==> src/hdl/gpio_pkg.sv <==
// Shared constants and bus carriers for the three-port pin logic
package gpio_pkg;
	localparam int ADDR_W = 8;
	localparam int IDX_W = ADDR_W - 2;
	localparam int DATA_W = 32;
	localparam int PORT_A_W = 8;
	localparam int PORT_B_W = 8;
	localparam int PORT_C_W = 7;
	localparam int ADC_CH_W = 5;

	// Register indices; byte address is four times the index
	localparam logic [IDX_W-1:0] IDX_LATCH_A = 6'h00;
	localparam logic [IDX_W-1:0] IDX_LATCH_B = 6'h01;
	localparam logic [IDX_W-1:0] IDX_LATCH_C = 6'h02;
	localparam logic [IDX_W-1:0] IDX_DIR_A   = 6'h04;
	localparam logic [IDX_W-1:0] IDX_DIR_B   = 6'h05;
	localparam logic [IDX_W-1:0] IDX_DIR_C   = 6'h06;
	localparam logic [IDX_W-1:0] IDX_PULL_A  = 6'h0D;
	localparam logic [IDX_W-1:0] IDX_PULL_C  = 6'h0E;
	localparam logic [IDX_W-1:0] IDX_KEYPAD  = 6'h10;
	localparam logic [IDX_W-1:0] IDX_ROUTE   = 6'h11;

	// Routing register fields
	localparam int ROUTE_CAN_EN_BIT = 0;
	localparam int ROUTE_ADC_EN_BIT = 1;
	localparam int ROUTE_ADC_CH_LSB = 2;

	// Values after reset
	localparam logic [7:0] DIR_RESET    = 8'h00;
	localparam logic [7:0] PULL_RESET   = 8'h00;
	localparam logic [7:0] KEYPAD_RESET = 8'h00;
	localparam logic [4:0] ADC_CH_RESET = 5'h00;

	// AXI responses
	localparam logic [1:0] RESP_OKAY   = 2'h0;
	localparam logic [1:0] RESP_SLVERR = 2'h2;

	typedef struct packed {
		logic [ADDR_W-1:0] awaddr;
		logic              awvalid;
		logic [DATA_W-1:0] wdata;
		logic [3:0]        wstrb;
		logic              wvalid;
		logic              bready;
		logic [ADDR_W-1:0] araddr;
		logic              arvalid;
		logic              rready;
	} axil_req_t;

	typedef struct packed {
		logic              awready;
		logic              wready;
		logic [1:0]        bresp;
		logic              bvalid;
		logic              arready;
		logic [DATA_W-1:0] rdata;
		logic [1:0]        rresp;
		logic              rvalid;
	} axil_rsp_t;
endpackage

==> src/hdl/gpio_ports_abc.sv <==
// Pin logic for two 8-bit ports and one 7-bit port behind an AXI4-Lite slave
//
// Summary of operation
// - Direction bit 1 enables the pin driver; 0 makes the pin an input.
// - Reset clears every direction bit so all pins start as inputs.
// - Reset leaves the second and third port data latches untouched.
// - Data reads return the latch for output pins; ports at indices 0, 1, 2.
// - Data reads return the sampled pin level for input pins.
// - Data writes with wstrb bit 0 set update the latches, whatever the direction.
// - Writing an input pin's latch changes neither pin nor readback.
// - Pullup enable 1 connects the pullup on first and third ports; 0 disconnects.
// - Pullup acts only while direction is input; output disables it at once.
// - A converter channel select on a second-port pin takes that pin over.
// - CAN enable turns the two lowest third-port pins into CAN pins.
// - Third port has seven pins, bits 6 to 0; the others have eight.
// - Second port has no pullups; its input pins float.
// - Reset leaves the first port's data latch untouched.
// - Keypad enable bits turn first-port pins into interrupt inputs.
`timescale 1ns/1ps
`default_nettype none
module gpio_ports_abc (
	// Clock and reset
	input  wire logic                        clock,
	input  wire logic                        reset_n,
	// Register bus
	input  wire gpio_pkg::axil_req_t         bus_req,
	output gpio_pkg::axil_rsp_t              bus_rsp,
	// First port pins
	input  wire logic [gpio_pkg::PORT_A_W-1:0] a_pin_in,
	output logic      [gpio_pkg::PORT_A_W-1:0] a_pin_out,
	output logic      [gpio_pkg::PORT_A_W-1:0] a_pin_oe,
	output logic      [gpio_pkg::PORT_A_W-1:0] a_pullup_on,
	// Second port pins
	input  wire logic [gpio_pkg::PORT_B_W-1:0] b_pin_in,
	output logic      [gpio_pkg::PORT_B_W-1:0] b_pin_out,
	output logic      [gpio_pkg::PORT_B_W-1:0] b_pin_oe,
	output logic      [gpio_pkg::PORT_B_W-1:0] analog_channel_pins,
	// Third port pins
	input  wire logic [gpio_pkg::PORT_C_W-1:0] c_pin_in,
	output logic      [gpio_pkg::PORT_C_W-1:0] c_pin_out,
	output logic      [gpio_pkg::PORT_C_W-1:0] c_pin_oe,
	output logic      [gpio_pkg::PORT_C_W-1:0] c_pullup_on,
	// CAN controller side
	input  wire logic                        can_transmit_pin,
	output logic                             can_receive_pin,
	// Keypad interrupt side
	output logic      [gpio_pkg::PORT_A_W-1:0] keypad_inputs
);
	import gpio_pkg::*;

	localparam int SYNC_W = PORT_A_W + PORT_B_W + PORT_C_W;

	typedef struct packed {
		logic [PORT_A_W-1:0] dir_a;
		logic [PORT_B_W-1:0] dir_b;
		logic [PORT_C_W-1:0] dir_c;
		logic [PORT_A_W-1:0] pull_a;
		logic [PORT_C_W-1:0] pull_c;
		logic [PORT_A_W-1:0] keypad_en;
		logic                can_en;
		logic                adc_en;
		logic [ADC_CH_W-1:0] adc_ch;
		logic                aw_held;
		logic [IDX_W-1:0]    aw_idx;
		logic                w_held;
		logic [7:0]          w_byte;
		logic                w_lane0;
		logic                bvalid;
		logic [1:0]          bresp;
		logic                rvalid;
		logic [DATA_W-1:0]   rdata;
		logic [1:0]          rresp;
		logic [PORT_A_W-1:0] a_out;
		logic [PORT_A_W-1:0] a_oe;
		logic [PORT_A_W-1:0] a_pull;
		logic [PORT_B_W-1:0] b_out;
		logic [PORT_B_W-1:0] b_oe;
		logic [PORT_B_W-1:0] analog_sel;
		logic [PORT_C_W-1:0] c_out;
		logic [PORT_C_W-1:0] c_oe;
		logic [PORT_C_W-1:0] c_pull;
		logic                can_rx;
		logic [PORT_A_W-1:0] keypad_out;
	} ctrl_state_t;

	typedef struct packed {
		logic [PORT_A_W-1:0] a;
		logic [PORT_B_W-1:0] b;
		logic [PORT_C_W-1:0] c;
	} latch_state_t;

	ctrl_state_t  cur;
	ctrl_state_t  next_cur;
	latch_state_t latch;
	latch_state_t next_latch;

	logic [SYNC_W-1:0]   pins_sync;
	logic [PORT_A_W-1:0] a_sync;
	logic [PORT_B_W-1:0] b_sync;
	logic [PORT_C_W-1:0] c_sync;
	logic                aw_ready;
	logic                w_ready;
	logic                ar_ready;

	// Word index of a byte address; low two bits ignored
	function automatic logic [IDX_W-1:0] word_index(input logic [ADDR_W-1:0] addr);
		return addr[ADDR_W-1:2];
	endfunction

	// Latch for driven pins, pin level for inputs
	function automatic logic [7:0] port_view(
		input logic [7:0] lat,
		input logic [7:0] dir,
		input logic [7:0] pins
	);
		return (dir & lat) | (~dir & pins);
	endfunction

	pin_sync #(
		.W (SYNC_W)
	) u_pin_sync (
		.clock    (clock),
		.reset_n  (reset_n),
		.async_in ({a_pin_in, b_pin_in, c_pin_in}),
		.sync_out (pins_sync)
	);

	assign a_sync = pins_sync[SYNC_W-1 -: PORT_A_W];
	assign b_sync = pins_sync[PORT_C_W +: PORT_B_W];
	assign c_sync = pins_sync[PORT_C_W-1:0];

	// Ready only while the slot is empty, so a held item is never overwritten
	assign aw_ready = !cur.aw_held;
	assign w_ready = !cur.w_held;
	assign ar_ready = !cur.rvalid;

	always_comb
	begin
		next_cur = cur;
		next_latch = latch;

		if (bus_req.awvalid && aw_ready)
		begin
			next_cur.aw_held = 1'b1;
			next_cur.aw_idx = word_index(bus_req.awaddr);
		end
		if (bus_req.wvalid && w_ready)
		begin
			next_cur.w_held = 1'b1;
			next_cur.w_byte = bus_req.wdata[7:0];
			next_cur.w_lane0 = bus_req.wstrb[0];
		end
		if (cur.bvalid && bus_req.bready)
			next_cur.bvalid = 1'b0;

		// Write commits once address and data are both in and no response is pending
		if (cur.aw_held && cur.w_held && !cur.bvalid)
		begin
			next_cur.aw_held = 1'b0;
			next_cur.w_held = 1'b0;
			next_cur.bvalid = 1'b1;
			next_cur.bresp = RESP_OKAY;
			case (cur.aw_idx)
				IDX_LATCH_A:
				begin
					if (cur.w_lane0)
						next_latch.a = cur.w_byte;
				end
				IDX_LATCH_B:
				begin
					if (cur.w_lane0)
						next_latch.b = cur.w_byte;
				end
				IDX_LATCH_C:
				begin
					if (cur.w_lane0)
						next_latch.c = cur.w_byte[PORT_C_W-1:0];
				end
				IDX_DIR_A:
				begin
					if (cur.w_lane0)
						next_cur.dir_a = cur.w_byte;
				end
				IDX_DIR_B:
				begin
					if (cur.w_lane0)
						next_cur.dir_b = cur.w_byte;
				end
				IDX_DIR_C:
				begin
					if (cur.w_lane0)
						next_cur.dir_c = cur.w_byte[PORT_C_W-1:0];
				end
				IDX_PULL_A:
				begin
					if (cur.w_lane0)
						next_cur.pull_a = cur.w_byte;
				end
				IDX_PULL_C:
				begin
					if (cur.w_lane0)
						next_cur.pull_c = cur.w_byte[PORT_C_W-1:0];
				end
				IDX_KEYPAD:
				begin
					if (cur.w_lane0)
						next_cur.keypad_en = cur.w_byte;
				end
				IDX_ROUTE:
				begin
					if (cur.w_lane0)
					begin
						next_cur.can_en = cur.w_byte[ROUTE_CAN_EN_BIT];
						next_cur.adc_en = cur.w_byte[ROUTE_ADC_EN_BIT];
						next_cur.adc_ch = cur.w_byte[ROUTE_ADC_CH_LSB +: ADC_CH_W];
					end
				end
				default:
					next_cur.bresp = RESP_SLVERR;
			endcase
		end

		if (cur.rvalid && bus_req.rready)
			next_cur.rvalid = 1'b0;

		// Pin levels read here are already two flops old
		if (bus_req.arvalid && ar_ready)
		begin
			next_cur.rvalid = 1'b1;
			next_cur.rresp = RESP_OKAY;
			next_cur.rdata = '0;
			case (word_index(bus_req.araddr))
				IDX_LATCH_A:
					next_cur.rdata[7:0] = port_view(latch.a, cur.dir_a, a_sync);
				IDX_LATCH_B:
					next_cur.rdata[7:0] = port_view(latch.b, cur.dir_b, b_sync);
				IDX_LATCH_C:
					next_cur.rdata[7:0] = port_view({1'b0, latch.c}, {1'b0, cur.dir_c},
						{1'b0, c_sync});
				IDX_DIR_A:
					next_cur.rdata[7:0] = cur.dir_a;
				IDX_DIR_B:
					next_cur.rdata[7:0] = cur.dir_b;
				IDX_DIR_C:
					next_cur.rdata[7:0] = {1'b0, cur.dir_c};
				IDX_PULL_A:
					next_cur.rdata[7:0] = cur.pull_a;
				IDX_PULL_C:
					next_cur.rdata[7:0] = {1'b0, cur.pull_c};
				IDX_KEYPAD:
					next_cur.rdata[7:0] = cur.keypad_en;
				IDX_ROUTE:
				begin
					next_cur.rdata[ROUTE_CAN_EN_BIT] = cur.can_en;
					next_cur.rdata[ROUTE_ADC_EN_BIT] = cur.adc_en;
					next_cur.rdata[ROUTE_ADC_CH_LSB +: ADC_CH_W] = cur.adc_ch;
				end
				default:
					next_cur.rresp = RESP_SLVERR;
			endcase
		end

		// First port: keypad-enabled pins are held as inputs
		next_cur.a_out = latch.a;
		next_cur.a_oe = cur.dir_a & ~cur.keypad_en;
		next_cur.a_pull = cur.pull_a & ~cur.dir_a;
		next_cur.keypad_out = a_sync & cur.keypad_en;

		// Second port: a selected converter channel wins over direction
		next_cur.analog_sel = '0;
		if (cur.adc_en && (cur.adc_ch < ADC_CH_W'(PORT_B_W)))
			next_cur.analog_sel = 8'(8'h01 << cur.adc_ch[2:0]);
		next_cur.b_out = latch.b;
		next_cur.b_oe = cur.dir_b & ~next_cur.analog_sel;

		// Third port, with the two lowest pins lent to CAN when enabled
		next_cur.c_out = latch.c;
		next_cur.c_oe = cur.dir_c;
		next_cur.c_pull = cur.pull_c & ~cur.dir_c;
		// Recessive level while the CAN pins stay general-purpose
		next_cur.can_rx = 1'b1;
		if (cur.can_en)
		begin
			next_cur.c_out[0] = can_transmit_pin;
			next_cur.c_oe[0] = 1'b1;
			next_cur.c_pull[0] = 1'b0;
			next_cur.c_oe[1] = 1'b0;
			next_cur.c_pull[1] = 1'b0;
			next_cur.can_rx = c_sync[1];
		end
	end

	// Control state resets; idle CAN receive reads recessive high
	always_ff @(posedge clock or negedge reset_n)
	begin
		if (!reset_n)
		begin
			cur <= '0;
			cur.dir_a <= DIR_RESET;
			cur.dir_b <= DIR_RESET;
			cur.dir_c <= DIR_RESET[PORT_C_W-1:0];
			cur.pull_a <= PULL_RESET;
			cur.pull_c <= PULL_RESET[PORT_C_W-1:0];
			cur.keypad_en <= KEYPAD_RESET;
			cur.adc_ch <= ADC_CH_RESET;
			cur.can_rx <= 1'b1;
		end
		else
			cur <= next_cur;
	end

	// Data latches have no reset: contents survive a reset
	// Unknown until first written, so load them before driving a pin
	always_ff @(posedge clock)
	begin
		latch <= next_latch;
	end

	assign bus_rsp.awready = aw_ready;
	assign bus_rsp.wready = w_ready;
	assign bus_rsp.bresp = cur.bresp;
	assign bus_rsp.bvalid = cur.bvalid;
	assign bus_rsp.arready = ar_ready;
	assign bus_rsp.rdata = cur.rdata;
	assign bus_rsp.rresp = cur.rresp;
	assign bus_rsp.rvalid = cur.rvalid;

	assign a_pin_out = cur.a_out;
	assign a_pin_oe = cur.a_oe;
	assign a_pullup_on = cur.a_pull;
	assign b_pin_out = cur.b_out;
	assign b_pin_oe = cur.b_oe;
	assign analog_channel_pins = cur.analog_sel;
	assign c_pin_out = cur.c_out;
	assign c_pin_oe = cur.c_oe;
	assign c_pullup_on = cur.c_pull;
	assign can_receive_pin = cur.can_rx;
	assign keypad_inputs = cur.keypad_out;
endmodule
`default_nettype wire

==> src/hdl/pin_sync.sv <==
// Two-stage synchroniser for asynchronous pin levels
`timescale 1ns/1ps
`default_nettype none
module pin_sync #(
	parameter int W = 8
) (
	// Clock and reset
	input  wire logic         clock,
	input  wire logic         reset_n,
	// Levels
	input  wire logic [W-1:0] async_in,
	output logic      [W-1:0] sync_out
);
	typedef struct packed {
		logic [W-1:0] first;
		logic [W-1:0] second;
	} sync_state_t;

	sync_state_t cur;
	sync_state_t next_cur;

	// First stage feeds only the second stage
	always_comb
	begin
		next_cur.first = async_in;
		next_cur.second = cur.first;
	end

	always_ff @(posedge clock or negedge reset_n)
	begin
		if (!reset_n)
			cur <= '0;
		else
			cur <= next_cur;
	end

	assign sync_out = cur.second;
endmodule
`default_nettype wire

==> config.mk <==
export PLATFORM = sky130hd
export DESIGN_NAME = gpio_ports_abc
export DESIGN_NICKNAME = d
export VERILOG_FILES = /design/src/hdl/gpio_pkg.sv /design/src/hdl/gpio_ports_abc.sv /design/src/hdl/pin_sync.sv
export SDC_FILE = /design/constraint.sdc
export NUM_CORES = 1
export LEC_CHECK = 0
export ABC_CLOCK_PERIOD_IN_PS = 2900
export BUFFER_PORTS_ARGS = -buffer_cell sky130_fd_sc_hd__buf_2
export CORE_MARGIN = 2
export CORE_UTILIZATION = 54
export CTS_CLUSTER_DIAMETER = 150
export DETAILED_ROUTE_END_ITERATION = 6
export PLACE_DENSITY = 0.81
export SLEW_MARGIN = 40
export SYNTH_ARGS = -nofsm -noshare
export SYNTH_HDL_FRONTEND = slang
export SYNTH_SLANG_ARGS = --single-unit
==> constraint.sdc <==
create_clock -name clock -period 2.9 [get_ports clock]
set_input_delay 0 -clock clock [delete_from_list [all_inputs] [get_ports clock]]
set_output_delay 0 -clock clock [all_outputs]
set_load 0.02 [all_outputs]
==> impl_metrics.yaml <==
synthesis:
  synthXorXnorAreaFrac_pct: 0
  yosys_warnings: 0
  synth-simple-area-share_pct: 9.87
  yosysSeqAreaShare_pct: 63.4
  async_reset_ff_share_pct: 90.0
  syn_avg_cell_area_sq_um: 14.0
  synth_fa_ha_area_share_pct: 0
  synth_area_sq_um: 9230
  syn_inst: 660
  synth_edf_count: 23
  synth_top_family_by_area: "buffers and inverters"
  synth_compound_area_share_pct: 5.64
  netlist-cell-type-count: 56
  synth_seq_cells: 229
  synthFlopType: "dfrtp_1"
  muxShareOfSynthArea_pct: 10.5
power:
  pwr-share-clk_pct: 30.4
  intPower_uw: 6630
  power_switching_uw: 2960
  p_seq_share_pct: 49.9
  p_comb_share_pct: 19.6
  irDropWorstVdd_v: 0.000662
  p_leak_uw: 0.00504
  p_sw_share_pct: 30.9
  power.density_nw_per_um2: 902
timing:
  fin_setup_tns_ps: 0
  timing.fmax_mhz: 438
  period_share_pct: 78.8
  maxSlewHeadroom_pct: 52.3
  drv_slew: 0
  max_slew.worst_pin.slew_ps: 716
  rsz0062_at_grt: "false"
  finClkSkew_ps: 16.3
  setup_violations: 0
  layout_min_cycle_time_ps: 2280
  layout_setup_ws_ps: 615
  finalHoldViolations: 0
min_path:
  hold_path.class: "in2reg"
  hold_path_depth: 4
floorplan:
  row_count: 47
  fp.coreArea_sq_um: 16600
  die_h_microns: 135
  start_util_pct: 55.4
  fp.dieW_microns: 135
  die_area_sq_um: 18100
  pin_count: 202
critical_path:
  crit_arrival_ps: 2410
  start_kind: "flop"
  path_class: "reg2reg"
  required_ps: 3030
  rrSetupSlack_ps: 620
  crit_path_end_kind: "flop"
  worstPathMaxFanout: 7
  worstRegToRegCells: 3
routing:
  ant_nets: 0
  dr_total_vias: 5398
  routedWlPerCell_microns: 20.3
  route.detailed.drc: 0
  drt-vias-per-instance: 5.34
  wl_microns: 20500
  firstDrtPassIters: 4
  drt_iter0_drc: 451
clock_tree:
  clkTransAtPathRegs_ps: 70
  clk_latency_ps: 500
  clockBufferDepth: 3
  clockRootBuffer: "clkbuf_16"
  cts_buffers: 23
  cts.htree.levels: 1
  clock-sinks: 229
  tritoncts: "done"
  cts_resized: 0
status:
  status: "complete, no violations"
grt:
  grt_pass1_wl_microns: 32000
  antenna_found_initial: 0
  grt_max_degree: 99
  grt_overflow: 0
  grt_pass1_vias: 5730
  grtUsageTotal_pct: 23.0
place:
  place_area_sq_um: 9430
  dpl.hpwl_microns: 13800
  placedCellCount: 925
  gp_congestion: 0.873
  place_ws_ps: 619
  port_buffers: 144
final_layout:
  finalNetCount: 858
  layout.cells.non_filler: 1011
  num_antenna_cells: 0
  area_growth_syn_to_layout_pct: 15.3
  post-route-util_pct: 63.9
  final_area_sq_um: 10600
  drive_gt1_share_pct: 37.7
  fill_cells: 1235
job:
  drv_cap: 0
==> what timing repair did <==
action,CTS,global route
hold buffers,45,0
endpoints found under the hold margin,138,0
buffers inserted,0,0
==> cell families after synthesis <==
family,after synthesis
muxes,86
other,1
buffers and inverters,137
and+or+nand+nor,139
DFF,229
AOI/OAI and AO/OA,68
==> per-layer routing <==
layer / wire (microns) / GRT usage (%)
met5: 0 / 0
met4: 420 / 6.49
met3: 1300 / 4.05
met2: 10400 / 39.1
met1: 8390 / 30.8
==> layout make-up <==
cell class | instances | area [sq um] | share of cell area (%)
sequential | 229 | 5850 | 55.0
multi-input combinational | 319 | 2500 | 23.5
timing repair buffer | 195 | 1240 | 11.6
clock buffer | 34 | 689 | 6.48
tap | 220 | 275 | 2.59
clock inverter | 7 | 63.8 | 0.600
inverter | 7 | 26.3 | 0.247
==> critical path, cell delays in order, from the launching register on <==
cell	delay (ps)
dfrtp_1	400
nand3b_1	290
or4b_2	700
nor2_1	520
==> cell usage after synthesis (all sizes together) (6+ instances only) <==
cell / number / share of area (%)
nand2: 13 / 0.53
nor2: 32 / 1.5
dfrtp: 205 / 56
o21ai: 11 / 0.60
inv: 7 / 0.28
edfxtp: 23 / 7.5
a32oi: 7 / 0.66
mux2: 83 / 10
a221oi: 14 / 1.3
nor2b: 37 / 2.5
a211oi: 8 / 0.65
buf: 125 / 10
a22oi: 6 / 0.49
and2: 9 / 0.61
or3b: 7 / 0.66
==> through the flow <==
| step | total power [uW] | hold slack, ps |
|---|---|---|
| after floorplan | 6200 | -296 |
| after global placement | 6540 | 108 |
| after detailed placement | 6650 | 109 |
| after CTS | 9630 | 123 |
| after global routing | 10000 | 75.4 |
| final | 9590 | 58.1 |
==> power by group through the flow <==
stage               registers [uW]  clock network (uW)  logic (uW)
global route                  4890                3090        2040
detailed placement            4820                   0        1840
floorplan                     4490                   0        1710
CTS                           4770                2960        1900
global placement              4760                   0        1770
finish                        4790                2920        1880
==> cell usage in the layout (no fill, tap or decap), types with 6 or more instances in the layout <==
master	n
or3b_2	6
dlygate4sd3_1	45
conb_1	26
edfxtp_1	23
nor2b_1	37
mux2_2	83
a211oi_1	8
inv_1	7
nor2_2	6
a22oi_1	6
o21ai_0	10
clkbuf_16	25
and2_1	9
nor2_1	25
clkbuf_1	6
nand2_1	13
a32oi_1	7
a221oi_1	14
buf_2	143
dfrtp_1	205
==> registers in the layout, indices dropped and copies added (netlist names) <==
| signal | flops |
|---|---|
| a_pin_oe | 8 |
| a_pin_out | 8 |
| a_pullup_on | 8 |
| analog_channel_pins | 8 |
| b_pin_oe | 8 |
| b_pin_out | 8 |
| bus_rsp | 12 |
| c_pin_oe | 7 |
| c_pin_out | 7 |
| c_pullup_on | 7 |
| can_receive_pin | 1 |
| cur | 70 |
| keypad_inputs | 8 |
| latch | 23 |
| u_pin_sync.cur | 23 |
| u_pin_sync.sync_out | 23 |
==> final timing paths <==
path | startpoint | end
worst max-delay path | bus_rsp[36]$_DFFE_PN0P_ | latch[2]$_DFFE_PP_
worst min-delay path | bus_req[9] | bus_rsp[9]$_DFFE_PN0P_
worst max register to register | bus_rsp[36]$_DFFE_PN0P_ | latch[2]$_DFFE_PP_
worst min register to register | u_pin_sync.cur[39]$_DFF_PN0_ | u_pin_sync.sync_out[16]$_DFF_PN0_
max in group asynchronous | reset_n | bus_rsp[0]$_DFFE_PN0P_
min in group asynchronous | reset_n | cur[123]$_DFFE_PN0P_
No activity file was read; power rests on OpenSTA's default activity.
